==> config.mk <==
export PLATFORM = sky130hd
export DESIGN_NAME = serial_port
export DESIGN_NICKNAME = d
export VERILOG_FILES = /design/src/verilog/serial_port_pkg.sv /design/src/verilog/serial_port.sv
export SDC_FILE = /design/constraint.sdc
export NUM_CORES = 1
export LEC_CHECK = 0
export ABC_AREA = 0
export ABC_CLOCK_PERIOD_IN_PS = 3900
export BUFFER_PORTS_ARGS = -buffer_cell sky130_fd_sc_hd__clkbuf_2
export CAP_MARGIN = 20
export CELL_PAD_IN_SITES_DETAIL_PLACEMENT = 0
export CELL_PAD_IN_SITES_GLOBAL_PLACEMENT = 1
export CORE_ASPECT_RATIO = 0.6
export CORE_MARGIN = 8
export CORE_UTILIZATION = 45
export CTS_BUF_LIST = sky130_fd_sc_hd__clkbuf_4
export CTS_CLUSTER_SIZE = 16
export DETAILED_ROUTE_END_ITERATION = 8
export PLACE_DENSITY_LB_ADDON = 0.1
export SLEW_MARGIN = 20
export SYNTH_ARGS = -nofsm -noshare
export SYNTH_HDL_FRONTEND = slang
export SYNTH_SLANG_ARGS = --single-unit
==> constraint.sdc <==
create_clock -name core_clk -period 3.9 [get_ports core_clk]
set_input_delay 0.585 -clock core_clk [delete_from_list [all_inputs] [get_ports core_clk]]
set_output_delay 0.585 -clock core_clk [all_outputs]
set_load 0.02 [all_outputs]
==> src/verilog/serial_port_pkg.sv <==
// constants, enumerations and carriers for the four-mode serial port
package serial_port_pkg;

   ////////////////////////////////////////////////////////////////////////////////////////
   // register addresses on the special function register bus
   localparam logic [7:0] ADDR_POWER_AND_BAUD_DOUBLE_CONTROL = 8'h87;
   localparam logic [7:0] ADDR_SERIAL_CONTROL = 8'h98;
   localparam logic [7:0] ADDR_SERIAL_DATA_BUFFER = 8'h99;
   localparam logic [7:0] ADDR_CONFIGURATION = 8'haf;

   // serial_control fields
   localparam int SC_MODE_SELECT_HIGH = 7;
   localparam int SC_MODE_SELECT_LOW = 6;
   localparam int SC_FRAME_OR_MULTIPROC_CHECK = 5;
   localparam int SC_RECEIVE_ENABLE = 4;
   localparam int SC_TRANSMIT_NINTH_BIT = 3;
   localparam int SC_RECEIVED_NINTH_BIT = 2;
   localparam int SC_TRANSMIT_FLAG = 1;
   localparam int SC_RECEIVE_FLAG = 0;
   // power_and_baud_double_control and configuration fields
   localparam int PC_BAUD_DOUBLE_BIT = 7;
   localparam int CFG_EXTENDED_UART_ENABLE = 5;

   // values after reset
   localparam logic [7:0] SERIAL_CONTROL_RESET = 8'h00;
   localparam logic [7:0] POWER_CONTROL_RESET = 8'h00;
   localparam logic [7:0] CONFIGURATION_RESET = 8'h00;
   localparam logic [7:0] DATA_BUFFER_RESET = 8'h00;

   ////////////////////////////////////////////////////////////////////////////////////////
   // timing counts in core clock cycles, oversampling ticks and bits
   localparam logic [3:0] SHIFT_PERIOD_LAST = 4'hb;   // mode 0 bit lasts 12 cycles
   localparam logic [3:0] SHIFT_CLOCK_HIGH = 4'h6;    // shift clock rises at phase 6
   localparam logic [3:0] OVERSAMPLE_LAST = 4'hf;     // 16 ticks per bit
   localparam logic [3:0] OVERSAMPLE_MID = 4'h7;      // start bit checked at mid-bit
   localparam logic [3:0] SHIFT_BITS_LAST = 4'h7;     // eight bits in mode 0
   localparam logic [3:0] RX_BITS_LAST = 4'h8;        // eight data bits plus ninth
   localparam logic [3:0] FRAME_BITS_8 = 4'ha;        // 10-bit frame
   localparam logic [3:0] FRAME_BITS_9 = 4'hb;        // 11-bit frame

   ////////////////////////////////////////////////////////////////////////////////////////
   typedef enum logic [1:0] {
      MODE_SHIFT = 2'b00,
      MODE_UART8 = 2'b01,
      MODE_UART9_FIXED = 2'b10,
      MODE_UART9_VAR = 2'b11
   } mode_t;

   typedef enum logic [1:0] {
      TX_IDLE = 2'b00,
      TX_WAIT = 2'b01,
      TX_SHIFT = 2'b10,
      TX_SYNC = 2'b11
   } tx_state_t;

   typedef enum logic [1:0] {
      RX_IDLE = 2'b00,
      RX_START = 2'b01,
      RX_DATA = 2'b10,
      RX_SYNC = 2'b11
   } rx_state_t;

   typedef struct packed {
      logic [7:0] addr;
      logic wr;
      logic rd;
      logic [7:0] wdata;
   } sfr_req_t;

   typedef struct packed {
      logic t1_ovf;
      logic t2_tx_ovf;
      logic t2_rx_ovf;
      logic t2_tx_sel;
      logic t2_rx_sel;
      logic uart_timer_tick;
   } baud_src_t;

endpackage

==> src/verilog/serial_port.sv <==
// four-mode serial port with transmit fifo
`timescale 1ns/10ps

////////////////////////////////////////////////////////////////////////////////////////////
module tx_word_fifo #(
   parameter int WIDTH = 9,
   parameter int DEPTH = 8
) (
   // clock and reset
   input wire logic core_clk,
   input wire logic sys_rst,
   // filling side
   input wire logic in_valid,
   output logic in_ready,
   input wire logic [WIDTH-1:0] in_data,
   // draining side
   output logic out_valid,
   input wire logic out_ready,
   output logic [WIDTH-1:0] out_data
);
   localparam int AW = $clog2(DEPTH);

   typedef struct packed {
      logic [AW-1:0] wr_ptr;
      logic [AW-1:0] rd_ptr;
      logic [AW:0] count;
   } fifo_state_t;

   fifo_state_t s;
   fifo_state_t next_s;
   logic [WIDTH-1:0] mem [DEPTH];
   logic push;
   logic pop;

   assign in_ready = s.count != (AW+1)'(DEPTH);
   assign out_valid = s.count != '0;
   assign out_data = mem[s.rd_ptr];
   assign push = in_valid && in_ready;
   assign pop = out_valid && out_ready;

   always_comb begin
      next_s = s;
      if (push) begin
         next_s.wr_ptr = (s.wr_ptr == AW'(DEPTH - 1)) ? '0 : s.wr_ptr + 1'b1;
      end
      if (pop) begin
         next_s.rd_ptr = (s.rd_ptr == AW'(DEPTH - 1)) ? '0 : s.rd_ptr + 1'b1;
      end
      if (push && !pop) begin
         next_s.count = s.count + 1'b1;
      end else if (pop && !push) begin
         next_s.count = s.count - 1'b1;
      end
   end

   always_ff @(posedge core_clk) begin
      if (sys_rst) begin
         s <= '0;
      end else begin
         s <= next_s;
      end
   end

   always_ff @(posedge core_clk) begin
      if (push) begin
         mem[s.wr_ptr] <= in_data;
      end
   end
endmodule

////////////////////////////////////////////////////////////////////////////////////////////
// Notes on behaviour
// mode bits: 00 shift, 01 8-bit uart, 10 9-bit fixed, 11 9-bit variable
// mode 0 moves data on receive pin, shift clock on transmit pin, core/12
// mode 0 transmit sends eight bits least significant first
// mode 0 receive starts only with receive enable set and receive flag clear
// mode 1 frame: start zero, eight data bits lsb first, stop one
// modes 1 and 3 take rate from timer 1, timer 2 or baud timer
// mode 1 loads stop one as ninth, transmit flag set when stop appears
// mode 1 receive begins on falling edge, needs confirmed start bit
// without extended uart a character is taken only if receive flag clear
// mode 1 with check bit set needs received stop bit one
// failed acceptance drops the frame, receive flag untouched
// accepted mode 1 frame: data to buffer, stop to ninth field, flag set
// mode 2 frame: start, eight data, programmable ninth, stop
// 9-bit transmit takes ninth from control, starts on next baud tick
// 9-bit modes with check bit accept only ninth bit one
// accepted 9-bit frame: data to buffer, ninth to field, flag set
// mode 2 runs at core/32, or core/16 with double-rate bit
// mode 3 equals mode 2 except rate from selected timer
// any write to the data buffer starts a transmission; writes queue in the fifo, one made while it is full is lost
// async reception starts on start bit only with receive enable set
// timer 1 rate is 2^double over 32 times overflow rate
// software keeps timer 1 interrupt off and uses autoreload
// extended uart accepts even with receive flag set; overwrite flag set, buffer read clears it
// baud timer enable selects fractional timer, ignores double and timer 2 selects
// receiver oversamples 16x, checks start mid-bit, samples bit centres
// software clears transmit and receive flags; hardware only sets them
module serial_port
   import serial_port_pkg::*;
#(
   parameter int FIFO_DEPTH = 8
) (
   // clock and reset
   input wire logic core_clk,
   input wire logic sys_rst,
   // special function register access
   input wire sfr_req_t sfr,
   output logic [7:0] sfr_rdata,
   output logic tx_ready,
   // baud sources
   input wire baud_src_t baud,
   input wire logic dedicated_baud_timer_enable,
   // serial pins
   input wire logic rxd_in,
   output logic rxd_out,
   output logic rxd_oe,
   output logic txd,
   // status
   output logic overwrite_error
);
   typedef struct packed {
      logic [7:0] serial_control;
      logic [7:0] power_and_baud_double_control;
      logic [7:0] cfg;
      logic [7:0] rx_buf;
      logic [7:0] rdata;
      logic ovr;
      logic rxd_prev;
      logic t1_half;
      logic m2_half;
      tx_state_t tx_state;
      logic [10:0] tx_shift;
      logic [3:0] tx_bits;
      logic [3:0] tx_sub;
      logic [3:0] tx_total;
      rx_state_t rx_state;
      logic [8:0] rx_shift;
      logic [3:0] rx_bits;
      logic [3:0] rx_sub;
      logic txd;
      logic rxd_out;
      logic rxd_oe;
   } port_state_t;

   port_state_t s;
   port_state_t next_s;
   mode_t mode;
   logic baud_double_bit;
   logic extended_uart_enable;
   logic sm2;
   logic ren;
   logic ri;
   logic t1_tick;
   logic m2_tick;
   logic tx_tick;
   logic rx_tick;
   logic buf_wr;
   logic fifo_valid;
   logic fifo_pop;
   logic [8:0] fifo_q;
   logic rx_final;
   logic rx_accept;
   logic sync_done;

   assign mode = mode_t'({s.serial_control[SC_MODE_SELECT_HIGH], s.serial_control[SC_MODE_SELECT_LOW]});
   assign baud_double_bit = s.power_and_baud_double_control[PC_BAUD_DOUBLE_BIT];
   assign extended_uart_enable = s.cfg[CFG_EXTENDED_UART_ENABLE];
   assign sm2 = s.serial_control[SC_FRAME_OR_MULTIPROC_CHECK];
   assign ren = s.serial_control[SC_RECEIVE_ENABLE];
   assign ri = s.serial_control[SC_RECEIVE_FLAG];

   ////////////////////////////////////////////////////////////////////////////////////////
   // 16x oversampling ticks
   assign t1_tick = baud.t1_ovf && (baud_double_bit || s.t1_half);
   assign m2_tick = baud_double_bit || s.m2_half;
   always_comb begin
      if (mode == MODE_UART9_FIXED) begin
         tx_tick = m2_tick;
         rx_tick = m2_tick;
      end else if (dedicated_baud_timer_enable) begin
         tx_tick = baud.uart_timer_tick;
         rx_tick = baud.uart_timer_tick;
      end else begin
         tx_tick = baud.t2_tx_sel ? baud.t2_tx_ovf : t1_tick;
         rx_tick = baud.t2_rx_sel ? baud.t2_rx_ovf : t1_tick;
      end
   end

   ////////////////////////////////////////////////////////////////////////////////////////
   // transmit buffer
   assign buf_wr = sfr.wr && sfr.addr == ADDR_SERIAL_DATA_BUFFER;
   assign fifo_pop = s.tx_state == TX_IDLE && fifo_valid
                     && !(mode == MODE_SHIFT && s.rx_state == RX_SYNC);

   tx_word_fifo #(.WIDTH(9), .DEPTH(FIFO_DEPTH)) u_tx_fifo (
      .core_clk(core_clk),
      .sys_rst(sys_rst),
      .in_valid(buf_wr),
      .in_ready(tx_ready),
      .in_data({s.serial_control[SC_TRANSMIT_NINTH_BIT], sfr.wdata}),
      .out_valid(fifo_valid),
      .out_ready(fifo_pop),
      .out_data(fifo_q)
   );

   assign rx_final = s.rx_state == RX_DATA && rx_tick && s.rx_sub == OVERSAMPLE_LAST
                     && s.rx_bits == RX_BITS_LAST;
   assign rx_accept = (extended_uart_enable || !ri) && (!sm2 || rxd_in);
   assign sync_done = s.rx_state == RX_SYNC && s.rx_sub == SHIFT_PERIOD_LAST
                      && s.rx_bits == SHIFT_BITS_LAST;

   ////////////////////////////////////////////////////////////////////////////////////////
   always_comb begin
      next_s = s;
      next_s.rxd_prev = rxd_in;
      if (baud.t1_ovf) begin
         next_s.t1_half = !s.t1_half;
      end
      next_s.m2_half = !s.m2_half;
      // register writes; hardware sets below win over them
      if (sfr.wr) begin
         case (sfr.addr)
            ADDR_POWER_AND_BAUD_DOUBLE_CONTROL: next_s.power_and_baud_double_control = sfr.wdata;
            ADDR_SERIAL_CONTROL: next_s.serial_control = sfr.wdata;
            ADDR_CONFIGURATION: next_s.cfg = sfr.wdata;
            default: next_s.cfg = s.cfg;
         endcase
      end
      if (sfr.rd) begin
         case (sfr.addr)
            ADDR_POWER_AND_BAUD_DOUBLE_CONTROL: next_s.rdata = s.power_and_baud_double_control;
            ADDR_SERIAL_CONTROL: next_s.rdata = s.serial_control;
            ADDR_SERIAL_DATA_BUFFER: next_s.rdata = s.rx_buf;
            ADDR_CONFIGURATION: next_s.rdata = s.cfg;
            default: next_s.rdata = 8'h00;
         endcase
         if (sfr.addr == ADDR_SERIAL_DATA_BUFFER) begin
            next_s.ovr = 1'b0;
         end
      end

      // transmitter
      case (s.tx_state)
         TX_IDLE: begin
            next_s.txd = 1'b1;
            if (fifo_pop) begin
               next_s.tx_bits = 4'h0;
               next_s.tx_sub = 4'h0;
               if (mode == MODE_SHIFT) begin
                  next_s.tx_shift = {3'b111, fifo_q[7:0]};
                  next_s.tx_state = TX_SYNC;
                  next_s.txd = 1'b0;
               end else begin
                  // stop one sits above the ninth position
                  next_s.tx_shift = {1'b1, (mode == MODE_UART8) ? 1'b1 : fifo_q[8],
                                     fifo_q[7:0], 1'b0};
                  next_s.tx_total = (mode == MODE_UART8) ? FRAME_BITS_8 : FRAME_BITS_9;
                  next_s.tx_state = TX_WAIT;
               end
            end
         end
         TX_WAIT: begin
            if (tx_tick) begin
               next_s.tx_state = TX_SHIFT;
               next_s.txd = s.tx_shift[0];
            end
         end
         TX_SHIFT: begin
            if (tx_tick) begin
               next_s.tx_sub = s.tx_sub + 4'h1;
               if (s.tx_sub == OVERSAMPLE_LAST) begin
                  next_s.tx_shift = {1'b1, s.tx_shift[10:1]};
                  next_s.tx_bits = s.tx_bits + 4'h1;
                  next_s.txd = s.tx_shift[1];
                  if (s.tx_bits + 4'h1 == s.tx_total - 4'h1) begin
                     next_s.serial_control[SC_TRANSMIT_FLAG] = 1'b1;
                  end
                  if (s.tx_bits + 4'h1 == s.tx_total) begin
                     next_s.tx_state = TX_IDLE;
                     next_s.txd = 1'b1;
                  end
               end
            end
         end
         TX_SYNC: begin
            next_s.tx_sub = (s.tx_sub == SHIFT_PERIOD_LAST) ? 4'h0 : s.tx_sub + 4'h1;
            next_s.txd = next_s.tx_sub >= SHIFT_CLOCK_HIGH;
            if (s.tx_sub == SHIFT_PERIOD_LAST) begin
               next_s.tx_shift = {1'b1, s.tx_shift[10:1]};
               next_s.tx_bits = s.tx_bits + 4'h1;
               if (s.tx_bits == SHIFT_BITS_LAST) begin
                  next_s.tx_state = TX_IDLE;
                  next_s.txd = 1'b1;
                  next_s.serial_control[SC_TRANSMIT_FLAG] = 1'b1;
               end
            end
         end
         default: next_s.tx_state = TX_IDLE;
      endcase

      // receiver
      case (s.rx_state)
         RX_IDLE: begin
            if (mode == MODE_SHIFT) begin
               if (ren && !ri && s.tx_state == TX_IDLE && !fifo_pop) begin
                  next_s.rx_state = RX_SYNC;
                  next_s.rx_sub = 4'h0;
                  next_s.rx_bits = 4'h0;
                  next_s.txd = 1'b0;
               end
            end else if (ren && s.rxd_prev && !rxd_in) begin
               next_s.rx_state = RX_START;
               next_s.rx_sub = 4'h0;
            end
         end
         RX_START: begin
            if (rx_tick) begin
               next_s.rx_sub = s.rx_sub + 4'h1;
               if (s.rx_sub == OVERSAMPLE_MID) begin
                  next_s.rx_state = rxd_in ? RX_IDLE : RX_DATA;
                  next_s.rx_sub = 4'h0;
                  next_s.rx_bits = 4'h0;
               end
            end
         end
         RX_DATA: begin
            if (rx_tick) begin
               next_s.rx_sub = s.rx_sub + 4'h1;
               if (s.rx_sub == OVERSAMPLE_LAST) begin
                  next_s.rx_shift = {rxd_in, s.rx_shift[8:1]};
                  next_s.rx_bits = s.rx_bits + 4'h1;
               end
               if (rx_final) begin
                  next_s.rx_state = RX_IDLE;
                  if (rx_accept) begin
                     next_s.rx_buf = s.rx_shift[8:1];
                     next_s.serial_control[SC_RECEIVED_NINTH_BIT] = rxd_in;
                     next_s.serial_control[SC_RECEIVE_FLAG] = 1'b1;
                     if (ri) begin
                        next_s.ovr = 1'b1;
                     end
                  end
               end
            end
         end
         RX_SYNC: begin
            next_s.rx_sub = (s.rx_sub == SHIFT_PERIOD_LAST) ? 4'h0 : s.rx_sub + 4'h1;
            next_s.txd = next_s.rx_sub >= SHIFT_CLOCK_HIGH;
            if (s.rx_sub == SHIFT_CLOCK_HIGH) begin
               next_s.rx_shift = {rxd_in, s.rx_shift[8:1]};
            end
            if (s.rx_sub == SHIFT_PERIOD_LAST) begin
               next_s.rx_bits = s.rx_bits + 4'h1;
            end
            if (sync_done) begin
               next_s.rx_state = RX_IDLE;
               next_s.txd = 1'b1;
               next_s.rx_buf = s.rx_shift[8:1];
               next_s.serial_control[SC_RECEIVE_FLAG] = 1'b1;
            end
         end
         default: next_s.rx_state = RX_IDLE;
      endcase

      next_s.rxd_oe = next_s.tx_state == TX_SYNC;
      next_s.rxd_out = (next_s.tx_state == TX_SYNC) ? next_s.tx_shift[0] : 1'b1;
   end

   always_ff @(posedge core_clk) begin
      if (sys_rst) begin
         s <= '0;
         s.serial_control <= SERIAL_CONTROL_RESET;
         s.power_and_baud_double_control <= POWER_CONTROL_RESET;
         s.cfg <= CONFIGURATION_RESET;
         s.rx_buf <= DATA_BUFFER_RESET;
         s.rxd_prev <= 1'b1;
         s.txd <= 1'b1;
         s.rxd_out <= 1'b1;
         s.tx_state <= TX_IDLE;
         s.rx_state <= RX_IDLE;
      end else begin
         s <= next_s;
      end
   end

   assign sfr_rdata = s.rdata;
   assign txd = s.txd;
   assign rxd_out = s.rxd_out;
   assign rxd_oe = s.rxd_oe;
   assign overwrite_error = s.ovr;
endmodule

### Word level (Yosys, flattened, before mapping)

Memories as Yosys holds them, arrays and structs flattened. A register that Yosys moved wholly into a read port is not among the register bits.
Index checks and enable logic that the tools add are counted.

* input port bits: 28
* register bits after elaboration: 101
* logic and storage cells: 230
* memory bits (writable): 72
* memories: 1

Memory list
* u_tx_fifo.mem: depth 8, width 9, read ports 1, clocked after memory_dff 1, write ports 1, line serial_port.sv:31 `logic [WIDTH-1:0] mem [DEPTH];`

* add/sub/neg operators: 9
* muxes and demuxes: 94
* bitwise operators: 2
* reduce and logical (&&, ||, !) cells: 52
* eq/ne operators: 44
* order comparisons: 2

Operators by type and width (count)
* 2-to-1 mux 8 bit: 8
* case mux 8 bit (4 select lines): 2
* case mux 19 bit (3 select lines): 1
* 2-to-1 mux 1 bit: 40
* 2-to-1 mux 19 bit: 2
* 2-to-1 mux 4 bit: 9
* 2-to-1 mux 17 bit: 2
* equality test 8 bit, second input constant: 4
* 2-to-1 mux 13 bit: 2
* 2-to-1 mux 25 bit: 1
* != test 2 bit, second input constant: 12
* 2-to-1 mux 2 bit: 11
* 2-to-1 mux 21 bit: 1
* adder 4 x 1 -> 4 bit, second input constant: 5
* equality test 4 bit, second input constant: 5
* logical AND 1 bit: 20
* 2-to-1 mux 9 bit: 2
* case mux 9 bit (2 select lines): 1
* equality test 4 x 3 -> 1 bit, second input constant: 4
* case mux 2 bit (4 select lines): 2
* case mux 8 bit (2 select lines): 1
* 2-to-1 mux 3 bit: 5
* AND reduction 7 bit: 2
* equality test 2 bit, second input constant: 6
* 23 further kinds: 55

### Logic depth before layout (Yosys ltp)

* depth in word-level cells: 11
* depth in mapped cells: 13
* depth with buffers taken out: 12

### Hierarchy

A second synthesis with hierarchy kept.

* cells, all modules: 769
* area total of the unflattened synthesis: 8242.9 µm²

By module, submodules not included
* serial_port: cells each 590, instances 1, area each 4812.1 µm², sequential area each 1761.7 µm²
* tx_word_fifo: cells each 179, instances 1, area each 3430.8 µm², sequential area each 2422.3 µm²

### Least setup slack after synthesis

Ideal clock, no wire load.

* path kind: in2reg
* from: input sfr[11] (netlist name)
* to: register u_tx_fifo.s[3] (netlist name)
* required time: 3.830 ns
* library setup time: 0.070 ns
* setup slack: 0.649 ns
* data arrival time: 3.180 ns
* stages on the path: 12
* path buffers: 0
* path through: or3b_2 > nor4b_1 > nand4_1 > inv_1 > ha_1 > inv_1 > ha_1 > a21o_1 > a21oi_1 > xnor2_1 > or3_1 > a21oi_1

* longest elaborated chain between the ends: 6
* elaborated cells on any way between the ends: 8

RTL lines
* start, declared: line serial_port.sv:108 `input wire sfr_req_t sfr,`
* equality test 8 bit (*): line serial_port.sv:192 `assign buf_wr = sfr.wr && sfr.addr == ADDR_SERIAL_DATA_BUFFER;`
* logical AND 1 bit (*): line serial_port.sv:192
* logical AND 1 bit (*): line serial_port.sv:38 `assign push = in_valid && in_ready;`
* named net u_tx_fifo.push: line serial_port.sv:32 `logic push;`
* zero test 1 bit: line serial_port.sv:51 `end else if (pop && !push) begin`
* logical AND 1 bit: line serial_port.sv:51
* nonzero test 2 bit (no source line)
* end signal, assigned: line serial_port.sv:60 `s <= next_s;`
* end, declared: line serial_port.sv:29 `fifo_state_t s;`

The timed path passes the listed nets; every way through them passes the cells marked *.
A chain may end at the register's enable or synchronous reset.

### Worst setup path in the final report

* from: register s, in the netlist mode[1]
* to: register u_tx_fifo.s[3] (netlist name)

* longest elaborated chain between the ends: 8
* elaborated cells on any way between the ends: 10

RTL lines
* start, declared: line serial_port.sv:146 `port_state_t s;`
* start signal, assigned: line serial_port.sv:383 `s <= next_s;`
* zero test 2 bit (*): line serial_port.sv:194 `&& !(mode == MODE_SHIFT && s.rx_state == RX_SYNC);`
* logical AND 1 bit (*): line serial_port.sv:194
* zero test 1 bit (*): line serial_port.sv:194
* logical AND 1 bit (*): line serial_port.sv:194
* logical AND 1 bit (*): line serial_port.sv:39 `assign pop = out_valid && out_ready;`
* zero test 1 bit: line serial_port.sv:49 `if (push && !pop) begin`
* logical AND 1 bit: line serial_port.sv:49
* 2-to-1 mux 4 bit or nonzero test 2 bit (tied branches)

Mark *: on every way between the ends. The rest lies on a longest branch, timed or not.

==> reports/results.ini <==
[synth]
synth-simple-area-share_pct = 14.96
synth_compound_area_share_pct = 10.12
synth_area_um2 = 8026
synth-seq-cells = 173
yosysWarningCount = 0
synth_cell_type_count = 66
synth_edf_count = 72
synth_top_area_share_pct = 26.94
synthFlopType = dfxtp_1
yosysTopAreaCell = edfxtp_1
synthAdderAreaFrac_pct = 3.523
syn_area_per_cell_um2 = 11.01
synth_xor_area_share_pct = 1.528
synth_top_family_by_area = simple AND/OR/NAND/NOR gates
synth.area.top_cells = edfxtp_1, dfxtp_1, mux2i_1
async_flop_share_pct = 0
yosysSeqAreaShare_pct = 52.13
muxShareOfSynthArea_pct = 13.66
synth_cells = 729
synth_nets = 779

[routing]
wl_mm = 19.55
num_vias = 5668
post_drt_wl_per_cell_um = 19.35
first_pass_iters = 5
ant_nets = 0
post-route-drc-count = 0
first_iter_violations = 448
via_per_inst = 5.612

[clocking]
cts_buffers = 17
cts_tree = done
root_buffer = clkbuf_4
cts_setup_buffers = 0
cts_hold_buf = 0
clock_latency_ns = 0.58
h-tree-depth = 4
ctsResizeCount = 0
path_clk_slew_ns = 0.15
clock_tree.buffer_depth = 2
clock-sinks = 173

[floorplan]
fp.dieH_um = 119.5
die_area_um2 = 22510
initial_utilization_pct = 46.36
core_area_um2 = 17310
placementRows = 37
die_w_um = 188.4
io_pins = 41

[grt]
grt_pass1_vias = 5519
grt_use_met1_pct = 25.88
grtUsageMet3_pct = 3.380
grt_overflow_total = 0
grt_max_degree = 59
busiest_layer = met2
grt_antenna_before_repair = 1
gr-usage-met2_pct = 26.33
grt_pass1_wl_mm = 31.17
grtUsageTotal_pct = 17.70

[job]
cap_violations = 0

[sta]
setup_tns_ns = 0
period_share_pct = 75.07
rsz0062_at_grt = no
finalSetupViolCount = 0
fmax_mhz = 341.6
slew_violations = 0
slew_headroom_pct = 40.30
final-hold-violation-count = 0
tightest_slew_ns = 0.8943
fin_crit_ns = 2.928
skew_ns = 0.02033

[finish]
nNetsFinal = 812
drive_gt1_share_pct = 16.26
fill_cells = 1599
final_cell_mix = dfxtp_1, nor2_1, edfxtp_1, mux2i_1, nand2_1
multi_input_area_um2 = 3533
mostFrequentLayoutCell = dfxtp_1
final-seq-area_um2 = 4184
syn2layout_area_growth_pct = 8.278

[critical_path]
path_delay_family = compound AO/OA/AOI/OAI gates
end_kind = flop
crit_type = flop to flop
crit_required_ns = 4.41
crit_fanout = 15
path_cells = nor2_1 > buf_4 > a211o_1 > nor2_1 > inv_1 > ha_1 > inv_1 > ha_1 > a21o_1 > a21oi_1 > xnor2_1 > or3_1 > a21oi_1
startpoint_type = flop
slowest_delay_ns = 0.55
worstPathArrival_ns = 3.44
cp_num_buf_inv = 3
r2r_setup_slack_ns = 0.97
crit_slowest_cell = dfxtp_1

[power]
pwr_density_cell_nw_per_um2 = 487.3
vdd_drop_max_mv = 0.1670
total_power_mw = 4.235
cellLeakagePower_nw = 3.114

[placed_design]
gp_congestion = 0.7763
numPortBuffers = 40
hpwl_mm = 13.72

[status]
outcome = complete, no violations

[worst_hold_path]
hold_class = input pin to flop

-- worst reg2reg max path, cell delays in order (launching register included) --
cell	delay [ns]
dfxtp_1	0.55
nor2_1	0.07
buf_4	0.19
a211o_1	0.33
nor2_1	0.13
inv_1	0.09
ha_1	0.23
inv_1	0.13
ha_1	0.26
a21o_1	0.18
a21oi_1	0.17
xnor2_1	0.09
or3_1	0.32
a21oi_1	0.14
-- registers in the layout (all words and copies together) (netlist names), named ones only --
name / flops
rxd_oe: 1
ren: 1
txd: 1
s: 70
u_tx_fifo.s: 10
mode: 2
u_tx_fifo.mem: 72
ri: 1
extended_uart_enable: 1
rxd_out: 1
baud_double_bit: 1
sfr_rdata: 8
overwrite_error: 1
-- final cells by class --
type	count	share of cell area [%]
flip-flops and latches	173	48.14
multi-input cells	489	40.66
repair buffers	56	3.686
well taps	234	3.369
clock buffers	19	1.641
clock inverters	13	1.396
inverters	25	1.080
diodes	1	0.02879
-- report_power, final --
part	internal [mW]	switching, mW	leakage [nW]	total [mW]
sequential	2.00	0.159	1.47	2.16
clock	0.298	0.699	0.150	0.996
combinational	0.451	0.631	1.50	1.08
-- kinds of logic (layout without fill, tap and decap cells) --
| kind of cell | after synthesis | count (layout) |
|---|---|---|
| adders and majority gates | 22 | 22 |
| buffers and inverters | 67 | 113 |
| muxes | 86 | 86 |
| other | 0 | 1 |
| AOI/OAI and AO/OA | 126 | 126 |
| and+or+nand+nor | 241 | 241 |
| xor gates and xnor gates | 14 | 14 |
| DFF | 173 | 173 |
-- through the flow --
stage          instance area (µm²)  worst slack (ns)  utilization (%)  hold WS [ns]  std cells
6_report                      8691            0.9725            50.20        0.2610       1010
5_1_grt                       8691            0.7949            50.20        0.2371       1010
4_1_cts                       8688            0.9731            50.18        0.2061       1009
3_5_place_dp                  8424            0.3683            48.66        0.4315        977
3_3_place_gp                  8424            0.4906            48.66        0.4216        977
2_1_floorplan                 8026            0.6492                -        0.4100        729
-- final timing paths --
path,start,endpoint,cells after the start
min reg2reg,s[47],s[47],1
min,baud[5],s[48],3
max,mode[1],u_tx_fifo.s[3],13
max reg2reg,mode[1],u_tx_fifo.s[3],13
-- cells in the mapped netlist, drive strengths merged, types with 3 or more instances --
cell	count
a211oi	5
a21oi	44
a221oi	4
a22oi	15
a31oi	6
buf	22
clkbuf	20
dfxtp	101
edfxtp	72
ha	21
inv	25
mux2	8
mux2i	60
mux4	18
nand2	48
nand2b	3
nand3	19
nand3b	9
nand4b	3
nor2	89
nor2b	15
nor3	13
nor3b	7
nor4	7
nor4b	4
o211ai	4
o21a	3
o21ai	16
o22ai	13
or2	3
or3	6
or4	3
xnor2	9
xor2	5
-- layer usage --
metal | share of wire (%) | vias to the layer above | wire (µm)
li1 | - | 2734 | -
met1 | 52 | 2790 | 10110
met2 | 43 | 126 | 8435
met3 | 4.0 | 18 | 778
met4 | 1.1 | 0 | 220
met5 | 0 | - | 0
(Power assumes the default switching activity.)
